`config.mk`:
```
export PLATFORM = sky130hd
export DESIGN_NAME = boundary_scan_tap_controller
export DESIGN_NICKNAME = d
export VERILOG_FILES = /design/src/hw/tap_pkg.sv /design/src/hw/pin_sync.sv /design/src/hw/scan_reg.sv /design/src/hw/boundary_scan_tap_controller.sv
export SDC_FILE = /design/constraint.sdc
export NUM_CORES = 1
export LEC_CHECK = 0
export BUFFER_PORTS_ARGS = -buffer_cell sky130_fd_sc_hd__buf_2
export CORE_AREA = 3 3 78 154
export DETAILED_ROUTE_END_ITERATION = 7
export DIE_AREA = 0 0 81 157
export PLACE_DENSITY = 0.78
export SKIP_CTS_REPAIR_TIMING = 1
export SLEW_MARGIN = 20
export SYNTH_ARGS = -nofsm -noshare
export SYNTH_HDL_FRONTEND = slang
export SYNTH_SLANG_ARGS = --single-unit
export TNS_END_PERCENT = 30
```
`constraint.sdc`:
```
create_clock -name clk_i -period 2.27 [get_ports clk_i]
set_input_delay 0.3405 -clock clk_i [delete_from_list [all_inputs] [get_ports clk_i]]
set_output_delay 0.3405 -clock clk_i [all_outputs]
set_load 0.005 [all_outputs]
```
`src/hw/tap_pkg.sv`:
```
// Constants and types shared by the scan test controller
package tap_pkg;

    // Register widths
    localparam int IR_W = 8;
    localparam int BND_W = 40;
    localparam int CTRL_W = 11;

    // Instruction register layout and fixed values
    localparam int IR_PARITY_BIT = 7;
    localparam logic [7:0] IR_RESET = 8'hff;
    localparam logic [7:0] IR_STATUS = 8'h81;

    // Data register reset values
    localparam logic [39:0] BND_RESET = 40'h00_0000_0000;
    localparam logic [10:0] CTRL_RESET = 11'h002;

    // Opcodes decoded here; every other code acts as bypass
    localparam logic [7:0] OPC_EXTEST = 8'h00;
    localparam logic [7:0] OPC_SAMPLE = 8'h82;
    localparam logic [7:0] OPC_INTEST = 8'h03;
    localparam logic [7:0] OPC_HIGHZ = 8'h06;
    localparam logic [7:0] OPC_RUNT = 8'h09;

    // Worst case number of test-clock rises with mode select high
    localparam int TLR_MAX_RISES = 5;
    localparam logic [2:0] RISE_CNT_MAX = 3'h7;

    // Controller states
    typedef enum logic [3:0] {
        TEST_LOGIC_RESET,
        RUN_TEST_IDLE,
        SELECT_DR,
        CAPTURE_DR,
        SHIFT_DR,
        EXIT1_DR,
        PAUSE_DR,
        EXIT2_DR,
        UPDATE_DR,
        SELECT_IR,
        CAPTURE_IR,
        SHIFT_IR,
        EXIT1_IR,
        PAUSE_IR,
        EXIT2_IR,
        UPDATE_IR
    } tap_state_t;

    // Data register placed in the scan path
    typedef enum logic [1:0] {
        SEL_BOUNDARY,
        SEL_CONTROL,
        SEL_BYPASS
    } dr_sel_t;

endpackage

```
`src/hw/pin_sync.sv`:
```
// Two-flop synchroniser for the test access pins
`timescale 1ns/1ns
`default_nettype none
module pin_sync #(
    parameter int W = 3,
    parameter logic [W-1:0] RST = '0
) (
    input wire logic clk_i,
    input wire logic rst_n_i,
    input wire logic ce_i,
    input wire logic [W-1:0] async_i,
    output logic [W-1:0] sync_o
);
    logic [W-1:0] meta_q;

    // First stage feeds only the second stage
    always_ff @(posedge clk_i) begin
        if (!rst_n_i) begin
            meta_q <= RST;
            sync_o <= RST;
        end else if (ce_i) begin
            meta_q <= async_i;
            sync_o <= meta_q;
        end
    end
endmodule // pin_sync
`default_nettype wire

```
`src/hw/scan_reg.sv`:
```
// Shift stage with per-bit shadow latches
`timescale 1ns/1ns
`default_nettype none
module scan_reg #(
    parameter int W = 8,
    parameter logic [W-1:0] RST = '0
) (
    input wire logic clk_i,
    input wire logic rst_n_i,
    input wire logic ce_i,
    input wire logic clear_i,
    input wire logic capture_i,
    input wire logic [W-1:0] cap_data_i,
    input wire logic shift_i,
    input wire logic sdi_i,
    input wire logic update_i,
    output logic [W-1:0] shift_q_o,
    output logic [W-1:0] shadow_o
);
    // Shift stage: capture, shift toward bit 0, else hold
    always_ff @(posedge clk_i) begin
        if (!rst_n_i) begin
            shift_q_o <= RST;
        end else if (ce_i) begin
            if (clear_i) begin
                shift_q_o <= RST;
            end else if (capture_i) begin
                shift_q_o <= cap_data_i;
            end else if (shift_i) begin
                shift_q_o <= {sdi_i, shift_q_o[W-1:1]};
            end
        end
    end

    // Shadow latches load from the shift stage on update
    always_ff @(posedge clk_i) begin
        if (!rst_n_i) begin
            shadow_o <= RST;
        end else if (ce_i) begin
            if (clear_i) begin
                shadow_o <= RST;
            end else if (update_i) begin
                shadow_o <= shift_q_o;
            end
        end
    end
endmodule // scan_reg
`default_nettype wire

```
`src/hw/boundary_scan_tap_controller.sv`:
```
// Test access port controller with instruction and data scan registers
`timescale 1ns/1ns
`default_nettype none
// What this block does
// - Sixteen controller states: six may hold, ten always move on.
// - State advances on each test-clock rise by the mode-select level.
// - Two scan paths, data or instruction, only one accessed at once.
// - Power-up lands in reset state with test logic reset and idle.
// - Mode select held high reaches reset state within five clocks.
// - Reset state loads instruction register with all ones, meaning bypass.
// - Reset state clears every boundary chain cell to zero.
// - Reset state loads control register with signature analysis, no mask.
// - Control register test operation runs only in run-test/idle.
// - Scan select states do nothing and last one test clock.
// - Data capture loads boundary chain or bypass on the rise leaving capture; control register keeps its shift stage.
// - Data shift drives serial out from first fall, data LSB.
// - Instruction shift drives serial out from first fall, instruction LSB.
// - One shift per rise; not on entry rise, yes on exit rise.
// - First fall in exit-1 state returns serial out to high impedance.
// - Exit-2 states may return to shift keeping contents, no recapture.
// - Pause states hold shift contents indefinitely.
// - Data shadow latches update on fall after entering data update.
// - Instruction capture loads fixed status pattern on exiting rise.
// - New instruction takes effect on fall after entering update.
// - Instruction register is eight bits with even parity in bit 7.
// - Unimplemented opcodes act as bypass.
// - Test registers have shift stage and shadow; bypass has none.
// - Inputs sampled on test-clock rise; serial out changes on fall.
// - Data registers: 40-bit chain, 11-bit control, 1-bit bypass.
// - Bypass register captures zero during data capture.
module boundary_scan_tap_controller (
    input wire logic clk_i,
    input wire logic rst_n_i,
    input wire logic ce_i,
    input wire logic tck_i,
    input wire logic tms_i,
    input wire logic tdi_i,
    input wire logic [39:0] bnd_capture_i,
    output logic tdo_o,
    output logic tdo_oe_o,
    output logic test_mode_o,
    output logic outputs_highz_o,
    output logic run_test_o,
    output logic [39:0] bnd_drive_o,
    output logic [10:0] boundary_control_reg_o,
    output logic [7:0] instruction_o
);
    tap_pkg::tap_state_t state_q;
    tap_pkg::tap_state_t state_d;
    tap_pkg::dr_sel_t dr_sel;
    logic tck_s;
    logic tms_s;
    logic tdi_s;
    logic tck_prev_q;
    logic rise_ev;
    logic fall_ev;
    logic in_tlr;
    logic bypass_q;
    logic [7:0] ir_shift;
    logic [7:0] ir_q;
    logic [39:0] bnd_shift;
    logic [10:0] ctrl_shift;
    logic bnd_cap;
    logic bnd_upd;
    logic ctrl_upd;
    logic serial_bit;

    // Even parity over all eight bits including bit 7
    function automatic logic parity_ok(input logic [7:0] code);
        parity_ok = ~(^code);
    endfunction

    // Data register chosen by an instruction
    function automatic tap_pkg::dr_sel_t dr_of(input logic [7:0] code);
        if (!parity_ok(code)) begin
            dr_of = tap_pkg::SEL_BYPASS;
        end else if (code == tap_pkg::OPC_EXTEST
                     || code == tap_pkg::OPC_INTEST
                     || code == tap_pkg::OPC_SAMPLE) begin
            dr_of = tap_pkg::SEL_BOUNDARY;
        end else if (code == tap_pkg::OPC_RUNT) begin
            dr_of = tap_pkg::SEL_CONTROL;
        end else begin
            dr_of = tap_pkg::SEL_BYPASS;
        end
    endfunction

    // Controller state graph
    function automatic tap_pkg::tap_state_t next_of(
        input tap_pkg::tap_state_t s, input logic tms);
        unique case (s)
            tap_pkg::TEST_LOGIC_RESET: next_of = tms ?
                tap_pkg::TEST_LOGIC_RESET : tap_pkg::RUN_TEST_IDLE;
            tap_pkg::RUN_TEST_IDLE: next_of = tms ?
                tap_pkg::SELECT_DR : tap_pkg::RUN_TEST_IDLE;
            tap_pkg::SELECT_DR: next_of = tms ?
                tap_pkg::SELECT_IR : tap_pkg::CAPTURE_DR;
            tap_pkg::CAPTURE_DR: next_of = tms ?
                tap_pkg::EXIT1_DR : tap_pkg::SHIFT_DR;
            tap_pkg::SHIFT_DR: next_of = tms ?
                tap_pkg::EXIT1_DR : tap_pkg::SHIFT_DR;
            tap_pkg::EXIT1_DR: next_of = tms ?
                tap_pkg::UPDATE_DR : tap_pkg::PAUSE_DR;
            tap_pkg::PAUSE_DR: next_of = tms ?
                tap_pkg::EXIT2_DR : tap_pkg::PAUSE_DR;
            tap_pkg::EXIT2_DR: next_of = tms ?
                tap_pkg::UPDATE_DR : tap_pkg::SHIFT_DR;
            tap_pkg::UPDATE_DR: next_of = tms ?
                tap_pkg::SELECT_DR : tap_pkg::RUN_TEST_IDLE;
            tap_pkg::SELECT_IR: next_of = tms ?
                tap_pkg::TEST_LOGIC_RESET : tap_pkg::CAPTURE_IR;
            tap_pkg::CAPTURE_IR: next_of = tms ?
                tap_pkg::EXIT1_IR : tap_pkg::SHIFT_IR;
            tap_pkg::SHIFT_IR: next_of = tms ?
                tap_pkg::EXIT1_IR : tap_pkg::SHIFT_IR;
            tap_pkg::EXIT1_IR: next_of = tms ?
                tap_pkg::UPDATE_IR : tap_pkg::PAUSE_IR;
            tap_pkg::PAUSE_IR: next_of = tms ?
                tap_pkg::EXIT2_IR : tap_pkg::PAUSE_IR;
            tap_pkg::EXIT2_IR: next_of = tms ?
                tap_pkg::UPDATE_IR : tap_pkg::SHIFT_IR;
            tap_pkg::UPDATE_IR: next_of = tms ?
                tap_pkg::SELECT_DR : tap_pkg::RUN_TEST_IDLE;
        endcase
    endfunction

    // Pins come from the master's domain
    pin_sync #(
        .W(3),
        .RST(3'h3)
    ) u_pin_sync (
        .clk_i(clk_i),
        .rst_n_i(rst_n_i),
        .ce_i(ce_i),
        .async_i({tck_i, tms_i, tdi_i}),
        .sync_o({tck_s, tms_s, tdi_s})
    );

    // Test-clock edge detection on the synchronised level
    always_ff @(posedge clk_i) begin
        if (!rst_n_i) begin
            tck_prev_q <= 1'b0;
        end else if (ce_i) begin
            tck_prev_q <= tck_s;
        end
    end

    assign rise_ev = ce_i & tck_s & ~tck_prev_q;
    assign fall_ev = ce_i & ~tck_s & tck_prev_q;
    assign state_d = next_of(state_q, tms_s);
    assign in_tlr = (state_q == tap_pkg::TEST_LOGIC_RESET);
    assign dr_sel = tap_pkg::dr_sel_t'(dr_of(ir_q));

    // Controller state steps on each rise
    always_ff @(posedge clk_i) begin
        if (!rst_n_i) begin
            state_q <= tap_pkg::TEST_LOGIC_RESET;
        end else if (rise_ev) begin
            state_q <= state_d;
        end
    end

    // Instruction register: status capture, shift, update on fall
    scan_reg #(
        .W(tap_pkg::IR_W),
        .RST(tap_pkg::IR_RESET)
    ) u_ir (
        .clk_i(clk_i),
        .rst_n_i(rst_n_i),
        .ce_i(ce_i),
        .clear_i(in_tlr),
        .capture_i(rise_ev && state_q == tap_pkg::CAPTURE_IR),
        .cap_data_i(tap_pkg::IR_STATUS),
        .shift_i(rise_ev && state_q == tap_pkg::SHIFT_IR),
        .sdi_i(tdi_s),
        .update_i(fall_ev && state_q == tap_pkg::UPDATE_IR),
        .shift_q_o(ir_shift),
        .shadow_o(ir_q)
    );

    // Boundary chain captures pins and updates on the chosen opcodes
    assign bnd_cap = rise_ev && state_q == tap_pkg::CAPTURE_DR
        && dr_sel == tap_pkg::SEL_BOUNDARY;
    assign bnd_upd = fall_ev && state_q == tap_pkg::UPDATE_DR
        && dr_sel == tap_pkg::SEL_BOUNDARY;
    assign ctrl_upd = fall_ev && state_q == tap_pkg::UPDATE_DR
        && dr_sel == tap_pkg::SEL_CONTROL;

    scan_reg #(
        .W(tap_pkg::BND_W),
        .RST(tap_pkg::BND_RESET)
    ) u_bnd (
        .clk_i(clk_i),
        .rst_n_i(rst_n_i),
        .ce_i(ce_i),
        .clear_i(in_tlr),
        .capture_i(bnd_cap),
        .cap_data_i(bnd_capture_i),
        .shift_i(rise_ev && state_q == tap_pkg::SHIFT_DR
            && dr_sel == tap_pkg::SEL_BOUNDARY),
        .sdi_i(tdi_s),
        .update_i(bnd_upd),
        .shift_q_o(bnd_shift),
        .shadow_o(bnd_drive_o)
    );

    // Control register keeps its shift stage during capture
    scan_reg #(
        .W(tap_pkg::CTRL_W),
        .RST(tap_pkg::CTRL_RESET)
    ) u_ctrl (
        .clk_i(clk_i),
        .rst_n_i(rst_n_i),
        .ce_i(ce_i),
        .clear_i(in_tlr),
        .capture_i(1'b0),
        .cap_data_i(tap_pkg::CTRL_RESET),
        .shift_i(rise_ev && state_q == tap_pkg::SHIFT_DR
            && dr_sel == tap_pkg::SEL_CONTROL),
        .sdi_i(tdi_s),
        .update_i(ctrl_upd),
        .shift_q_o(ctrl_shift),
        .shadow_o(boundary_control_reg_o)
    );

    // Bypass: a single shift stage with no shadow
    always_ff @(posedge clk_i) begin
        if (!rst_n_i) begin
            bypass_q <= 1'b0;
        end else if (rise_ev && dr_sel == tap_pkg::SEL_BYPASS) begin
            if (state_q == tap_pkg::CAPTURE_DR) begin
                bypass_q <= 1'b0;
            end else if (state_q == tap_pkg::SHIFT_DR) begin
                bypass_q <= tdi_s;
            end
        end
    end

    // Least significant bit of the path now being shifted
    always_comb begin
        if (state_q == tap_pkg::SHIFT_IR) begin
            serial_bit = ir_shift[0];
        end else begin
            unique case (dr_sel)
                tap_pkg::SEL_BOUNDARY: serial_bit = bnd_shift[0];
                tap_pkg::SEL_CONTROL: serial_bit = ctrl_shift[0];
                default: serial_bit = bypass_q;
            endcase
        end
    end

    // Serial out and its enable change only on falls
    always_ff @(posedge clk_i) begin
        if (!rst_n_i) begin
            tdo_o <= 1'b0;
            tdo_oe_o <= 1'b0;
        end else if (fall_ev) begin
            tdo_oe_o <= state_q == tap_pkg::SHIFT_DR
                || state_q == tap_pkg::SHIFT_IR;
            tdo_o <= serial_bit;
        end
    end

    // Mode outputs follow the current instruction
    assign test_mode_o = ir_q == tap_pkg::OPC_EXTEST
        || ir_q == tap_pkg::OPC_INTEST
        || ir_q == tap_pkg::OPC_HIGHZ;
    assign outputs_highz_o = ir_q == tap_pkg::OPC_HIGHZ;
    assign run_test_o = state_q == tap_pkg::RUN_TEST_IDLE
        && dr_sel == tap_pkg::SEL_CONTROL;
    assign instruction_o = ir_q;

    // Helper: consecutive rises seen with mode select high
    logic [2:0] tms_rises_q;
    always_ff @(posedge clk_i) begin
        if (!rst_n_i) begin
            tms_rises_q <= 3'h0;
        end else if (rise_ev) begin
            if (!tms_s) begin
                tms_rises_q <= 3'h0;
            end else if (tms_rises_q != tap_pkg::RISE_CNT_MAX) begin
                tms_rises_q <= tms_rises_q + 3'h1;
            end
        end
    end
endmodule // boundary_scan_tap_controller
`default_nettype wire

```
# == After elaboration in Yosys (flattened, before gate mapping) ==
# Cells that the tools add are included.
# classes
n_eq_ne,21
mux,34
n_bitwise,6
reduce_logical,38
# ops
cell,count
$mux 40,5
$pmux 4 s12,1
$mux 11,4
$mux 8,5
$eq 4x4->1 const B,8
$eq 4x3->1 const B,4
$mux 4,4
$reduce_and 2->1,7
$logic_and 1x1->1,13
$mux 2,6
$reduce_bool 2->1,5
$eq 4x2->1 const B,2
$eq 8x2->1 const B,1
$eq 8x3->1 const B,1
$eq 8x4->1 const B,1
$eq 8x8->1 const B,1
$logic_not 8->1,1
$reduce_xor 8->1,1
$mux 1,6
$mux 3,2
$reduce_bool 3->1,2
$and 1x1->1,4
$eq 4x1->1 const B,1
$logic_not 4->1,1
other kinds (8),13
# totals
regBits,132
input_bits,46
output_inout_bits,64
elab_cells,112

# == Longest topological paths before layout ==
# Gate-level depths: netlist (run 1).
# logic_depth
ltp_word,10
ltp_mapped,8
mapped_depth_nobuf,7

# == Modules after synthesis ==
# From an unflattened synthesis (run 1), not the netlist that was laid out.
# unflattened
cells_unflattened,624
area_unflattened_um2,6048.3
# modules_own_cells
mod,instances,cells_per_inst,area_each_um2
scan_reg at u_bnd,1,316,3270.6
scan_reg at u_ctrl,1,91,982.2
boundary_scan_tap_controller,1,126,919.6
scan_reg at u_ir,1,72,656.9
pin_sync,1,19,219.0

# == Worst setup path after synthesis (run 1) ==
# Ideal clock, no wire load.
# synth_path
path_kind,register -> register
from,register u_ir.shadow_o[0]
to,register u_ctrl.shadow_o[0]
setup_time_ns,0.072
t_arrival_ns,2.069
setup_slack_ns,0.130
stages_incl_launch_ff,9
path_buffers,1
period_less_slack_ns,2.140
path_cell_list,dfxtp_1 inv_1 ha_1 xor2_1 xnor2_1 nor3_1 a31oi_1 buf_2 mux2i_1
# synth_via
elab_chain_cells,9
# synth_rtl
item,line,source
"start, declared",scan_reg.sv:18,output logic [W-1:0] shadow_o
"start signal, assigned",scan_reg.sv:43,shadow_o <= shift_q_o;
$eq 8x2->1 or $logic_not 8->1 (tied branches),"boundary_scan_tap_controller.sv:78, boundary_scan_tap_controller.sv:77",
$logic_or 1x1->1,boundary_scan_tap_controller.sv:78,|| code == tap_pkg::OPC_INTEST
$logic_or 1x1->1,boundary_scan_tap_controller.sv:79,|| code == tap_pkg::OPC_SAMPLE) begin
$mux 2,boundary_scan_tap_controller.sv:77,end else if (code == tap_pkg::OPC_EXTEST
$mux 2 *,boundary_scan_tap_controller.sv:75,if (!parity_ok(code)) begin
$eq 2x1->1 *,boundary_scan_tap_controller.sv:187,&& dr_sel == tap_pkg::SEL_CONTROL;
$logic_and 1x1->1 *,boundary_scan_tap_controller.sv:187,
$reduce_bool 2->1 (no source line) *,n/a,
$reduce_and 2->1 (no source line) *,n/a,
"end signal, assigned",scan_reg.sv:43,
"end, declared",scan_reg.sv:18,
# Every way passes the cells marked *; elsewhere a longest branch is shown, timed or not.
# A chain may end at the register's enable or synchronous reset.

# == Worst setup path in the final report (run 1) ==
# layout_path
from,register u_ir.shadow_o[6]
to,output run_test_o
# layout_via
elab_chain_cells,7
# layout_rtl
item,line,source
$eq 8x2->1 or $logic_not 8->1 (tied branches),"boundary_scan_tap_controller.sv:78, boundary_scan_tap_controller.sv:77",
$logic_or 1x1->1,boundary_scan_tap_controller.sv:78,
$logic_or 1x1->1,boundary_scan_tap_controller.sv:79,
$mux 2,boundary_scan_tap_controller.sv:77,
$mux 2 *,boundary_scan_tap_controller.sv:75,
$eq 2x1->1 *,boundary_scan_tap_controller.sv:270,&& dr_sel == tap_pkg::SEL_CONTROL;
$logic_and 1x1->1 *,boundary_scan_tap_controller.sv:270,
"end, declared",boundary_scan_tap_controller.sv:43,"output logic run_test_o,"
# Marked as above.

==> out/summary.md, run 1 <==
STA
* 108% — portion of the clock cycle consumed by the worst path in the final layout
* -0.181 ns — worst-case setup margin in the final layout
* 0.00819 ns — maximum clock skew at final layout
* 408 MHz — highest clock rate
* 0 — number of slew-limit violations in the final report
* 33.8% — max-slew headroom at the worst pin
* -0.181 ns — summed negative setup slack over all endpoints
* 0.986 ns — slew at the pin with the worst max-slew slack
* 1 — Setup-failing EPs final
* 0 — final hold viol count
* 2.45 ns — post-route minimum period
* true — unrepaired setup endpoints after global routing

Drt
* 0 — Remaining DRCs
* 5298 — DR vias
* 0 — post-route ant nets
* 250 — number of DRC violations after detailed-routing iteration 0
* 16.4 um — Routed WL per cell
* 5.68 — via density per instance
* 5 — number of iterations in the first detailed-routing pass
* 15300 um — DRT Wirelength

Worst setup path
* 1.93 ns — required arrival time at the worst endpoint
* 9 — Worst R2R Path Depth
* 0.34 ns — Max stage delay on crit path
* u_ir.shadow_o[6] — critical register-to-register path startpoint
* 2.11 ns — Arrival @ worst endpoint
* u_bnd.shadow_o[13] — endpoint of the worst register-to-register path
* output port — kind of end point of the critical path
* dfxtp_2 — Worst path slowest cell
* inv_1 > ha_4 > xnor2_4 > xnor2_2 > nor3_2 > buf_4 > and4b_1 > buf_2 — CP Cell Sequence
* 3 — Crit Path Max Fanout
* reg -> out — CP Class
* 0.03 ns — setup slack of the most critical reg-to-reg path
* flip-flop — startpoint types

Logic synthesis
* 43.6% — Synth top area share
* 0 — number of warning messages in the yosys log
* 8.99 um^2 — average cell area after synthesis
* dfxtp_1, mux2i_1, nand2_1, nand3_1, nor2_1 — ranking of synthesized cells by area
* dfxtp_1 — Synth Flop Type
* 674 — post-synthesis instance total
* 43.6% — part of the Yosys area used for sequential elements
* 0% — ys async rst share
* 132 — #FFs+latches synth
* 6060 um^2 — netlist area before placement
* 730 — number of nets produced by synthesis
* 0 — EDFF count, synth
* dfxtp_1 — cell type with the largest total area after synthesis
* 45 — number of library cell types mapped by synthesis

Power and ir drop
* 49.6% — clock network fraction of total power
* 23.0% — Switching Share
* 3.37 nW — leakage component of the power
* 714 nW/um^2 — total power divided by cell area
* 1.25 mW — switching pwr
* 43.1% — sequential cell fraction of total power
* 7.3% — combinational fraction of design power
* 0.626 mV — highest ir drop seen on vdd
* 4.19 mW — cell internal pwr

Layout
* 836 — count of nets after finishing
* 0 — number of diodes added for antenna fixing
* 25.9% — Syn-to-layout area delta
* 26.8% — share of cells above drive strength 1
* 932 — count of non-filler cells in the finished layout
* 7630 um^2 — Non-Filler Cell Area, Final

Clocking
* clkbuf_16 — Clock Tree Root
* 0.06 ns — post-CTS clock slew at the launch and capture registers of the worst setup and hold paths
* built — clock tree from TritonCTS
* 2 — clock tree buffer depth
* 17 — number of CTS-inserted buffers
* 0.41 ns — clock insertion delay at the later pin of the skew report
* 132 — clk sink count
* 4 — count of H-tree levels built during CTS

Global routing
* 5217 — number of global-route vias before repair
* 81 — pin count of the biggest net entering global routing
* 0 — number of antenna violations at the first check in global routing
* 23.6% — overall track demand over capacity in global routing
* 23700 um — global-route wire length before repair
* 0 — total grt overflow

Floorplan
* 12700 um^2 — Total Die Area
* 55.3% — effective utilization at floorplan
* 10900 um^2 — core box area
* 81 um — Die Span X
* 110 — number of I/O pins
* 54 — num rows
* 157 um — Die Ht

Place
* 0.840 — weighted congestion at the end of routability-driven global placement
* 893 — post-placement cell count
* 6850 um^2 — total placed instance area
* 10300 um — detailed placement HPWL
* 109 — Buffers on Ports

Worst hold path
* tms_i — Worst Min Path Start
* u_pin_sync.meta_q[1] — end point of the worst hold path
* 3 — count of cells along the worst hold path
* in -> reg — type of the most critical hold path

Run status
* finished, violations left — run status
* setup timing — failing checks

Flow run
* 0 — max-cap check violation count

==> cell usage after synthesis, types with 2 or more instances <==
cell type,instances
dfxtp_1,132
mux2i_1,109
nand2_1,93
nor2_1,64
nand3_1,54
clkbuf_1,39
a211oi_1,31
o21ai_0,18
buf_2,17
nor2b_1,11
a211oi_2,10
ha_1,10
inv_1,10
o211ai_1,9
a21oi_1,7
o21a_1,7
nor3_1,6
a31oi_1,5
nand4_1,4
and3b_1,3
a21boi_0,2
and2_1,2
and3_1,2
nand3b_1,2
nor3b_1,2
nor4_1,2
o21ai_1,2
or3_1,2
xnor2_1,2
xor2_1,2
==> cell usage in the layout, fill, tap and decap left out, types with 6 or more instances in the layout <==
cell type  Yosys  layout
ha_1          10       6
nor2b_1       11      11
buf_4          0      27
a211oi_2      10      10
dfxtp_2        0       8
dfxtp_1      132     124
o21a_1         7       7
nand2_1       93      91
buf_2         17     108
mux2i_1      109     109
o21ai_0       18      17
nor2_1        64      64
clkbuf_16      0      18
o211ai_1       9       9
nand3_1       54      54
a211oi_1      31      31
a21oi_1        7       7
buf_12         0       6
==> worst max path at each step <==
stage                                start                  to  cells after the start
final                     u_ir.shadow_o[6]          run_test_o                      8
after global routing      u_ir.shadow_o[6]          run_test_o                      8
after CTS                 u_ir.shadow_o[0]          run_test_o                      8
after detailed placement  u_ir.shadow_o[6]  u_bnd.shadow_o[13]                      8
after global placement    u_ir.shadow_o[6]   u_bnd.shadow_o[2]                      8
after floorplan           u_ir.shadow_o[0]  u_ctrl.shadow_o[0]                      8
==> registers in the layout, summed over array words and instances, names as in the netlist <==
name / count
u_bnd.shadow_o: 40
u_bnd.shift_q_o: 40
u_ctrl.shadow_o: 11
u_ctrl.shift_q_o: 11
u_ir.shadow_o: 8
u_ir.shift_q_o: 8
state_q: 4
u_pin_sync.meta_q: 3
u_pin_sync.sync_o: 3
bypass_q: 1
tck_prev_q: 1
tdo_o: 1
tdo_oe_o: 1
==> cell families after synthesis <==
logic type	share of synthesized area, %
AND/OR/NAND/NOR	19.1
flip-flops	43.6
multiplexers	18.2
AO/OA/AOI/OAI	11.9
buffers and inverters	4.50
adder cells (fa/ha/maj)	2.07
XOR/XNOR	0.578
==> power groups by stage <==
stage	logic [mW]	clock network [mW]	registers, mW
finish	0.399	2.70	2.35
floorplan	0.203	0	2.39
CTS	0.333	2.73	2.34
detailed placement	0.329	0	2.39
global placement	0.322	0	2.39
global route	0.425	2.83	2.35
==> per-layer routing <==
layer / track usage, % / up-vias / wire length [um]
met3: 5.21 / 41 / 611
met1: 24.4 / 2529 / 5520
met4: 10.4 / 0 / 495
met5: 0 / - / 0
li1: - / 2568 / -
met2: 43.9 / 160 / 8690
==> critical path: cells and delay by family, from the launching register on <==
family                     cells  cell delay [ns]
adders and majority gates      1             0.27
xor gates and xnor gates       2             0.30
DFF                            1             0.34
buffers and inverters          3             0.37
and+or+nand+nor                2             0.42
==> metrics by stage <==
step / setup WS [ns] / hold slack, ns / power (mW) / util [%]
floorplan: 0.130 / 0.438 / 2.59 / -
global placement: 0.134 / 0.438 / 2.71 / 62.6
detailed placement: -0.0308 / 0.447 / 2.72 / 62.6
CTS: -0.481 / 0.135 / 5.40 / 67.9
global route: -0.245 / 0.165 / 5.60 / 69.7
finish: -0.181 / 0.144 / 5.44 / 69.7
==> cell type report <==
cell class | count | area (um^2)
clock buffer | 20 | 457
timing repair buffer | 144 | 911
multi-input combinational | 475 | 3270
fill | 830 | 3320
sequential | 132 | 2650
clock inverter | 11 | 128
inverter | 10 | 37.5
tap | 140 | 175
No activity file was read; power rests on OpenSTA's default activity.
==> inputs of run 2 (changes only) <==
--- a/config.mk
+++ b/config.mk
@@ -5,14 +5,14 @@
 export SDC_FILE = /design/constraint.sdc
 export NUM_CORES = 1
 export LEC_CHECK = 0
+export ABC_AREA = 1
 export BUFFER_PORTS_ARGS = -buffer_cell sky130_fd_sc_hd__buf_2
-export CORE_AREA = 3 3 78 154
+export CORE_AREA = 3 3 81 159
 export DETAILED_ROUTE_END_ITERATION = 7
-export DIE_AREA = 0 0 81 157
+export DIE_AREA = 0 0 84 162
 export PLACE_DENSITY = 0.78
 export SKIP_CTS_REPAIR_TIMING = 1
 export SLEW_MARGIN = 20
 export SYNTH_ARGS = -nofsm -noshare
 export SYNTH_HDL_FRONTEND = slang
 export SYNTH_SLANG_ARGS = --single-unit
-export TNS_END_PERCENT = 30
==> run 2 against run 1 <==
  * The flow now finishes without violations
  * Highest routed layer unchanged
  * Final cell count grew 39%
  * Clock power grew 13%
  * Synthesized area grew 7.6%
  * Critical endpoint unchanged
  * Register-to-register slack gained 0.10 ns
  * Cell area grew 4.7%
  * Via count grew 24%
  * Total power grew 14%
  * Wire length grew 11%
  * Non-clock buffer count shrank 8
  * Global-route usage grew 1.1 points
  * Clock-buffer cell count is the same
  * Largest power group unchanged
==> out/summary.md, run 2 <==
Logic synthesis
* 40.5% — part of the Yosys area used for sequential elements, -3.1 points
* dfxtp_1, nand2_1, nor2_1, inv_1, a21oi_1 — ranking of synthesized cells by area
* simple AND/OR/NAND/NOR gates — combinational family with the most area after synthesis
* 1101 — number of nets produced by synthesis, +51%
* 1.92% — synthesized-area fraction occupied by adder cells, -0.15 points
* 132 — #FFs+latches synth, unchanged
* 0% — multiplexer fraction of the synthesized cell area, -18 points
* 0% — ys async rst share, unchanged
* 1045 — post-synthesis instance total, +55%
* 9.75% — area fraction in compound gates after synthesis, -2.2 points
* 38.4% — Simple-Gate Fraction of Synth Area, +19 points
* 0 — EDFF count, synth, unchanged
* nand2_1 — most instantiated library cell after synthesis
* 40.5% — Synth top area share, -3.1 points
* nand2_1, nor2_1, dfxtp_1 — Commonest cells post-synth
* 6520 um^2 — netlist area before placement, +7.6%
* 6.24 um^2 — average cell area after synthesis, -31%
* dfxtp_1 — Synth Flop Type
* 0 — number of warning messages in the yosys log, unchanged
* 28 — number of library cell types mapped by synthesis, -38%
* 0% — Synth Area in XOR/XNOR, -0.58 points
* dfxtp_1 — cell type with the largest total area after synthesis

Clocking
* clkbuf_16 — Clock Tree Root
* 4 — count of H-tree levels built during CTS, unchanged
* 0.06 ns — post-CTS clock slew at the launch and capture registers of the worst setup and hold paths, about the same
* 0.42 ns — clock insertion delay at the later pin of the skew report, about the same
* 2 — clock tree buffer depth, unchanged
* built — clock tree from TritonCTS
* 132 — clk sink count, unchanged
* 17 — number of CTS-inserted buffers, unchanged

Power and ir drop
* 10.0% — combinational fraction of design power, +2.7 points
* 49.4% — clock network fraction of total power, -0.2 points
* 23.9% — Switching Share, +0.92 points
* 1.48 mW — switching pwr, +18%
* 4.70 mW — cell internal pwr, +12%
* 40.6% — sequential cell fraction of total power, -2.5 points
* 6.18 mW — total chip power, +14%
* 774 nW/um^2 — total power divided by cell area, +8.4%
* 4.04 nW — leakage component of the power, +20%
* 0.720 mV — highest ir drop seen on vdd, +15%

Drt
* 0 — Remaining DRCs, unchanged
* 0 — post-route ant nets, unchanged
* 13.1 um — Routed WL per cell, -20%
* 17000 um — DRT Wirelength, +11%
* 441 — number of DRC violations after detailed-routing iteration 0, +76%
* 5 — number of iterations in the first detailed-routing pass, unchanged
* 6551 — DR vias, +24%
* 5.05 — via density per instance, -11%

Global routing
* 6086 — number of global-route vias before repair, +17%
* 27500 um — global-route wire length before repair, +16%
* 0 — number of antenna violations at the first check in global routing, unchanged
* 24.7% — overall track demand over capacity in global routing, +1.1 points
* 0 — total grt overflow, unchanged
* 116 — pin count of the biggest net entering global routing, +43%

Layout
* nand2_1, nor2_1, dfxtp_1, buf_2, inv_1 — top library cells by usage in the layout, fill and taps aside
* 22.5% — Syn-to-layout area delta
* 0 — number of diodes added for antenna fixing, unchanged
* 17.0% — share of cells above drive strength 1, -9.8 points
* 2650 um^2 — Seq. cell area, -0.28%
* u_bnd.shadow_o (40), u_bnd.shift_q_o (40) — Top Registers
* 1196 — count of nets after finishing, +43%
* 1297 — count of non-filler cells in the finished layout, +39%
* 3300 um^2 — area of the multi-input gates, +0.96%
* 1069 — Filler cells, +29%
* nand2_1 — commonest non-fill, non-tap cell in the layout

Worst setup path
* 0.13 ns — setup slack of the most critical reg-to-reg path, +0.10 ns
* 1.93 ns — required arrival time at the worst endpoint, about the same
* 0.34 ns — Max stage delay on crit path, about the same
* flip-flop — startpoint types
* dfxtp_1 — Worst path slowest cell
* output port — kind of end point of the critical path
* inv_1 > ha_1 > nand2_1 > inv_1 > nor2_1 > nand2_2 > nand2_2 > nor3_2 > buf_2 — CP Cell Sequence
* 5 — Crit Path Max Fanout, +2
* reg -> out — CP Class
* 1.83 ns — Arrival @ worst endpoint, -0.28 ns

STA
* 0 — Setup-failing EPs final, -1
* 95.6% — portion of the clock cycle consumed by the worst path in the final layout, -12 points
* 0 — final hold viol count, unchanged
* 461 MHz — highest clock rate, +13%
* 0.529 ns — slew at the pin with the worst max-slew slack, -0.457 ns
* 0 ns — summed negative setup slack over all endpoints, +0.181 ns
* 0 — number of slew-limit violations in the final report, unchanged
* 64.5% — max-slew headroom at the worst pin, +31 points
* 0.00854 ns — maximum clock skew at final layout, +0.000343 ns
* 2.17 ns — post-route minimum period, -0.281 ns
* true — unrepaired setup endpoints after global routing

Place
* 109 — Buffers on Ports, unchanged
* 10900 um — detailed placement HPWL, +5.8%
* 0.867 — weighted congestion at the end of routability-driven global placement, +3.3%
* 1262 — post-placement cell count, +41%

Floorplan
* 84 um — Die Span X, +3.7%
* 11800 um^2 — core box area, +8.2%
* 13600 um^2 — Total Die Area, +7.0%
* 56 — num rows, +3.7%
* 162 um — Die Ht, +3.2%
* 55.0% — effective utilization at floorplan, -0.30 points
* 110 — number of I/O pins, unchanged

Run status
* finished clean — run status

Flow run
* 0 — max-cap check violation count, unchanged

Worst hold path
* in -> reg — type of the most critical hold path

==> run 2: cell types whose count changed after synthesis, moves of 10 or more <==
| cell | before | now |
|---|---|---|
| nor2b_1 | 11 | 0 |
| a211oi_1 | 31 | 1 |
| a211oi_2 | 10 | 0 |
| mux2i_1 | 109 | 0 |
| o21ai_0 | 18 | 42 |
| a21oi_1 | 7 | 62 |
| inv_1 | 10 | 89 |
| nand2_1 | 93 | 351 |
| nor2_1 | 64 | 200 |
==> run 2: logic make-up (layout without fill, tap and decap cells) <==
family	after synthesis	after routing
fa+ha+maj	10	10
flops	132	132
buf+inv	156	263
simple gates	629	629
compound gates	118	118
==> run 2: worst max-delay path: cells and delay by family (launching register included) <==
kind	cells	cell delay, ns
adder cells (fa/ha/maj)	1	0.33
buffers and inverters	3	0.26
flip-flops	1	0.34
AND/OR/NAND/NOR	5	0.48
==> run 2: power groups by stage <==
| stage | Sequential [mW] | Clock, mW | Combinational [mW] |
|---|---|---|---|
| final | 2.51 | 3.05 | 0.621 |
| after global routing | 2.52 | 3.19 | 0.713 |
| after CTS | 2.51 | 3.08 | 0.593 |
| after detailed placement | 2.56 | 0 | 0.586 |
| after global placement | 2.55 | 0 | 0.576 |
| after floorplan | 2.55 | 0 | 0.383 |
==> run 2: stage by stage <==
step	setup WS (ns)	hold WS (ns)	util, %	area (um^2)
6_report	0.100	0.136	67.4	7980
5_1_grt	-0.0625	0.149	67.4	7980
4_1_cts	-0.00594	0.129	66.6	7890
3_5_place_dp	0.114	0.444	61.1	7230
3_3_place_gp	0.194	0.433	61.1	7230
2_1_floorplan	0.345	0.426	-	6520
==> run 2: final timing paths <==
| path | start | depth (start not counted) | end |
|---|---|---|---|
| setup / recovery | u_ir.shadow_o[0] | 9 | run_test_o |
| hold / removal | tdi_i | 3 | u_pin_sync.meta_q[0] |
| setup reg to reg | u_ir.shadow_o[0] | 14 | u_bnd.shadow_o[36] |
| hold reg to reg | u_ir.shift_q_o[5] | 2 | u_ir.shift_q_o[5] |
==> run 2: area by class of cell <==
cell class / instances / share of cell area (%)
inverters: 96 / 4.51
flip-flops and latches: 132 / 33.1
clock inverters: 11 / 2.51
well taps: 145 / 2.27
repair buffers: 136 / 10.6
multi-input cells: 757 / 41.3
clock buffers: 20 / 5.72
==> run 2: layer usage <==
layer	vias to the layer above	wire [um]	global-route usage, %
li1	3405	-	-
met1	2894	6520	25.9
met2	196	9020	45.3
met3	56	746	4.87
met4	0	668	13.5
met5	-	0	0
==> inputs of run 3 (changes only) <==
--- a/config.mk
+++ b/config.mk
@@ -11,6 +11,7 @@
 export DETAILED_ROUTE_END_ITERATION = 7
 export DIE_AREA = 0 0 84 162
 export PLACE_DENSITY = 0.78
+export REMOVE_ABC_BUFFERS = 1
 export SKIP_CTS_REPAIR_TIMING = 1
 export SLEW_MARGIN = 20
 export SYNTH_ARGS = -nofsm -noshare
==> run 3 against run 2 <==
  * Utilization rose by 0.30 points
  * Critical endpoint unchanged
  * Largest cell class unchanged
  * First-iteration DRC count fell by 5.2%
  * Maximum frequency rose by 0.59%
  * Wire length barely moved
  * Sequential share of layout area fell by 0.16 points
  * Largest power group unchanged
  * Register-to-register slack improved by 0.06 ns
  * Sequential power barely moved
  * Sequential cell count did not move
  * Via count rose by 0.41%
  * Combinational power rose by 1%
  * Clock skew rose by 0.0046 ns
==> out/summary.md, run 3 (synthesized netlist as in run 2, its figures left out) <==
Worst setup path
* output port — kind of end point of the critical path
* 0.35 ns — Max stage delay on crit path, about the same
* 15 — Worst R2R Path Depth, +1
* inv_1 > ha_4 > inv_1 > nand2_1 > nand2_1 > nand2_2 > nand2_1 > nor3_2 > buf_2 — CP Cell Sequence
* flip-flop — startpoint types
* reg -> out — CP Class
* nand2_1 — most used cell, CP
* u_ir.shadow_o[2] — CP Launch Point
* 1.93 ns — required arrival time at the worst endpoint, about the same
* 5 — Crit Path Max Fanout, unchanged
* dfxtp_1 — Worst path slowest cell
* 1.82 ns — Arrival @ worst endpoint, about the same
* u_ir.shadow_o[2] — critical register-to-register path startpoint

Clocking
* 0.06 ns — post-CTS clock slew at the launch and capture registers of the worst setup and hold paths, about the same
* 0.41 ns — clock insertion delay at the later pin of the skew report, about the same
* 17 — number of CTS-inserted buffers, unchanged
* 132 — clk sink count, unchanged
* built — clock tree from TritonCTS
* clkbuf_16 — Clock Tree Root
* 2 — clock tree buffer depth, unchanged
* 4 — count of H-tree levels built during CTS, unchanged

Floorplan
* 56 — num rows, unchanged
* 110 — number of I/O pins, unchanged
* 11800 um^2 — core box area, unchanged
* 162 um — Die Ht, unchanged
* 84 um — Die Span X, unchanged
* 13600 um^2 — Total Die Area, unchanged
* 55.0% — effective utilization at floorplan, unchanged

STA
* 0.561 ns — slew at the pin with the worst max-slew slack, +0.0320 ns
* 2.16 ns — post-route minimum period, -0.0128 ns
* 95.0% — portion of the clock cycle consumed by the worst path in the final layout, -0.56 points
* 0.155 ns — worst slack on hold paths, +0.0192 ns
* 0 — number of slew-limit violations in the final report, unchanged
* 0 — Setup-failing EPs final, unchanged
* 0.0131 ns — maximum clock skew at final layout, +0.00460 ns
* 0 — final hold viol count, unchanged
* 0.113 ns — worst-case setup margin in the final layout, +0.0128 ns
* 464 MHz — highest clock rate, +0.59%
* 62.4% — max-slew headroom at the worst pin, -2.1 points
* 0 ns — summed negative setup slack over all endpoints, unchanged

Place
* 0.0541 ns — placement-stage worst setup slack, -0.0601 ns
* 7250 um^2 — total placed instance area, +0.31%
* 0.871 — weighted congestion at the end of routability-driven global placement, +0.42%
* 1265 — post-placement cell count, +0.24%
* 109 — Buffers on Ports, unchanged
* 11400 um — detailed placement HPWL, +3.7%

Power and ir drop
* 4.04 nW — leakage component of the power, about the same
* 0.569 mV — highest ir drop seen on vdd, -21%
* 748 nW/um^2 — total power divided by cell area, -3.3%
* 6.00 mW — total chip power, -2.9%

Layout
* 0 — number of diodes added for antenna fixing, unchanged
* 1299 — count of non-filler cells in the finished layout, +0.15%
* 23.0% — Syn-to-layout area delta
* u_bnd.shadow_o (40), u_bnd.shift_q_o (40) — Top Registers
* nand2_1 — commonest non-fill, non-tap cell in the layout
* 67.7% — final core utilization, +0.30 points
* 17.2% — share of cells above drive strength 1, +0.14 points
* 1198 — count of nets after finishing, +0.17%
* nand2_1, nor2_1, dfxtp_1, buf_2, inv_1 — top library cells by usage in the layout, fill and taps aside
* 8020 um^2 — Non-Filler Cell Area, Final, +0.44%

Worst hold path
* 3 — count of cells along the worst hold path, unchanged
* in -> reg — type of the most critical hold path
* tdi_i — Worst Min Path Start

Global routing
* 0 — total grt overflow, unchanged
* 0 — number of antenna violations at the first check in global routing, unchanged
* 24.9% — overall track demand over capacity in global routing, +0.23 points
* 28000 um — global-route wire length before repair, +1.9%
* 6263 — number of global-route vias before repair, +2.9%
* 55 — pin count of the biggest net entering global routing, -53%

Drt
* 6578 — DR vias, +0.41%
* 5.06 — via density per instance, +0.26%
* 0 — post-route ant nets, unchanged
* 17000 um — DRT Wirelength, about the same
* 5 — number of iterations in the first detailed-routing pass, unchanged
* 13.0 um — Routed WL per cell, -0.18%
* 418 — number of DRC violations after detailed-routing iteration 0, -5.2%
* 0 — Remaining DRCs, unchanged

Flow run
* 0 — max-cap check violation count, unchanged

Run status
* finished clean — run status

==> run 3: area by class of cell <==
class,instances,area (um^2)
clock buffer,19,433
clock inverter,12,180
fill,1118,3820
sequential,132,2640
multi-input combinational,757,3330
inverter,96,360
timing repair buffer,138,888
tap,145,181
==> run 3: layer usage <==
metal | GRT usage, % | up-vias | part of all wire, %
met5 | 0 | - | 0
met4 | 12.2 | 0 | 4.2
met2 | 46.1 | 201 | 52
met3 | 5.23 | 51 | 5.4
li1 | - | 3413 | -
met1 | 26.3 | 2913 | 38
==> run 3: where the power goes <==
group          internal, mW  total (mW)  switching [mW]
combinational         0.256       0.629           0.373
sequential             2.44        2.51          0.0702
clock                  1.84        2.86            1.03
total                  4.53        6.00            1.47
==> run 3: worst paths after layout <==
path	slack, ns	to
max	0.11	run_test_o
max reg2reg	0.19	u_bnd.shadow_o[22]
min reg2reg	0.46	u_pin_sync.meta_q[1]
min	0.16	u_pin_sync.meta_q[0]
==> run 3: critical path: cells and delay by family, from the launching register on <==
kind	cells	cell delay [ns]
buffers and inverters	3	0.28
and+or+nand+nor	5	0.50
adders and majority gates	1	0.29
DFF	1	0.35
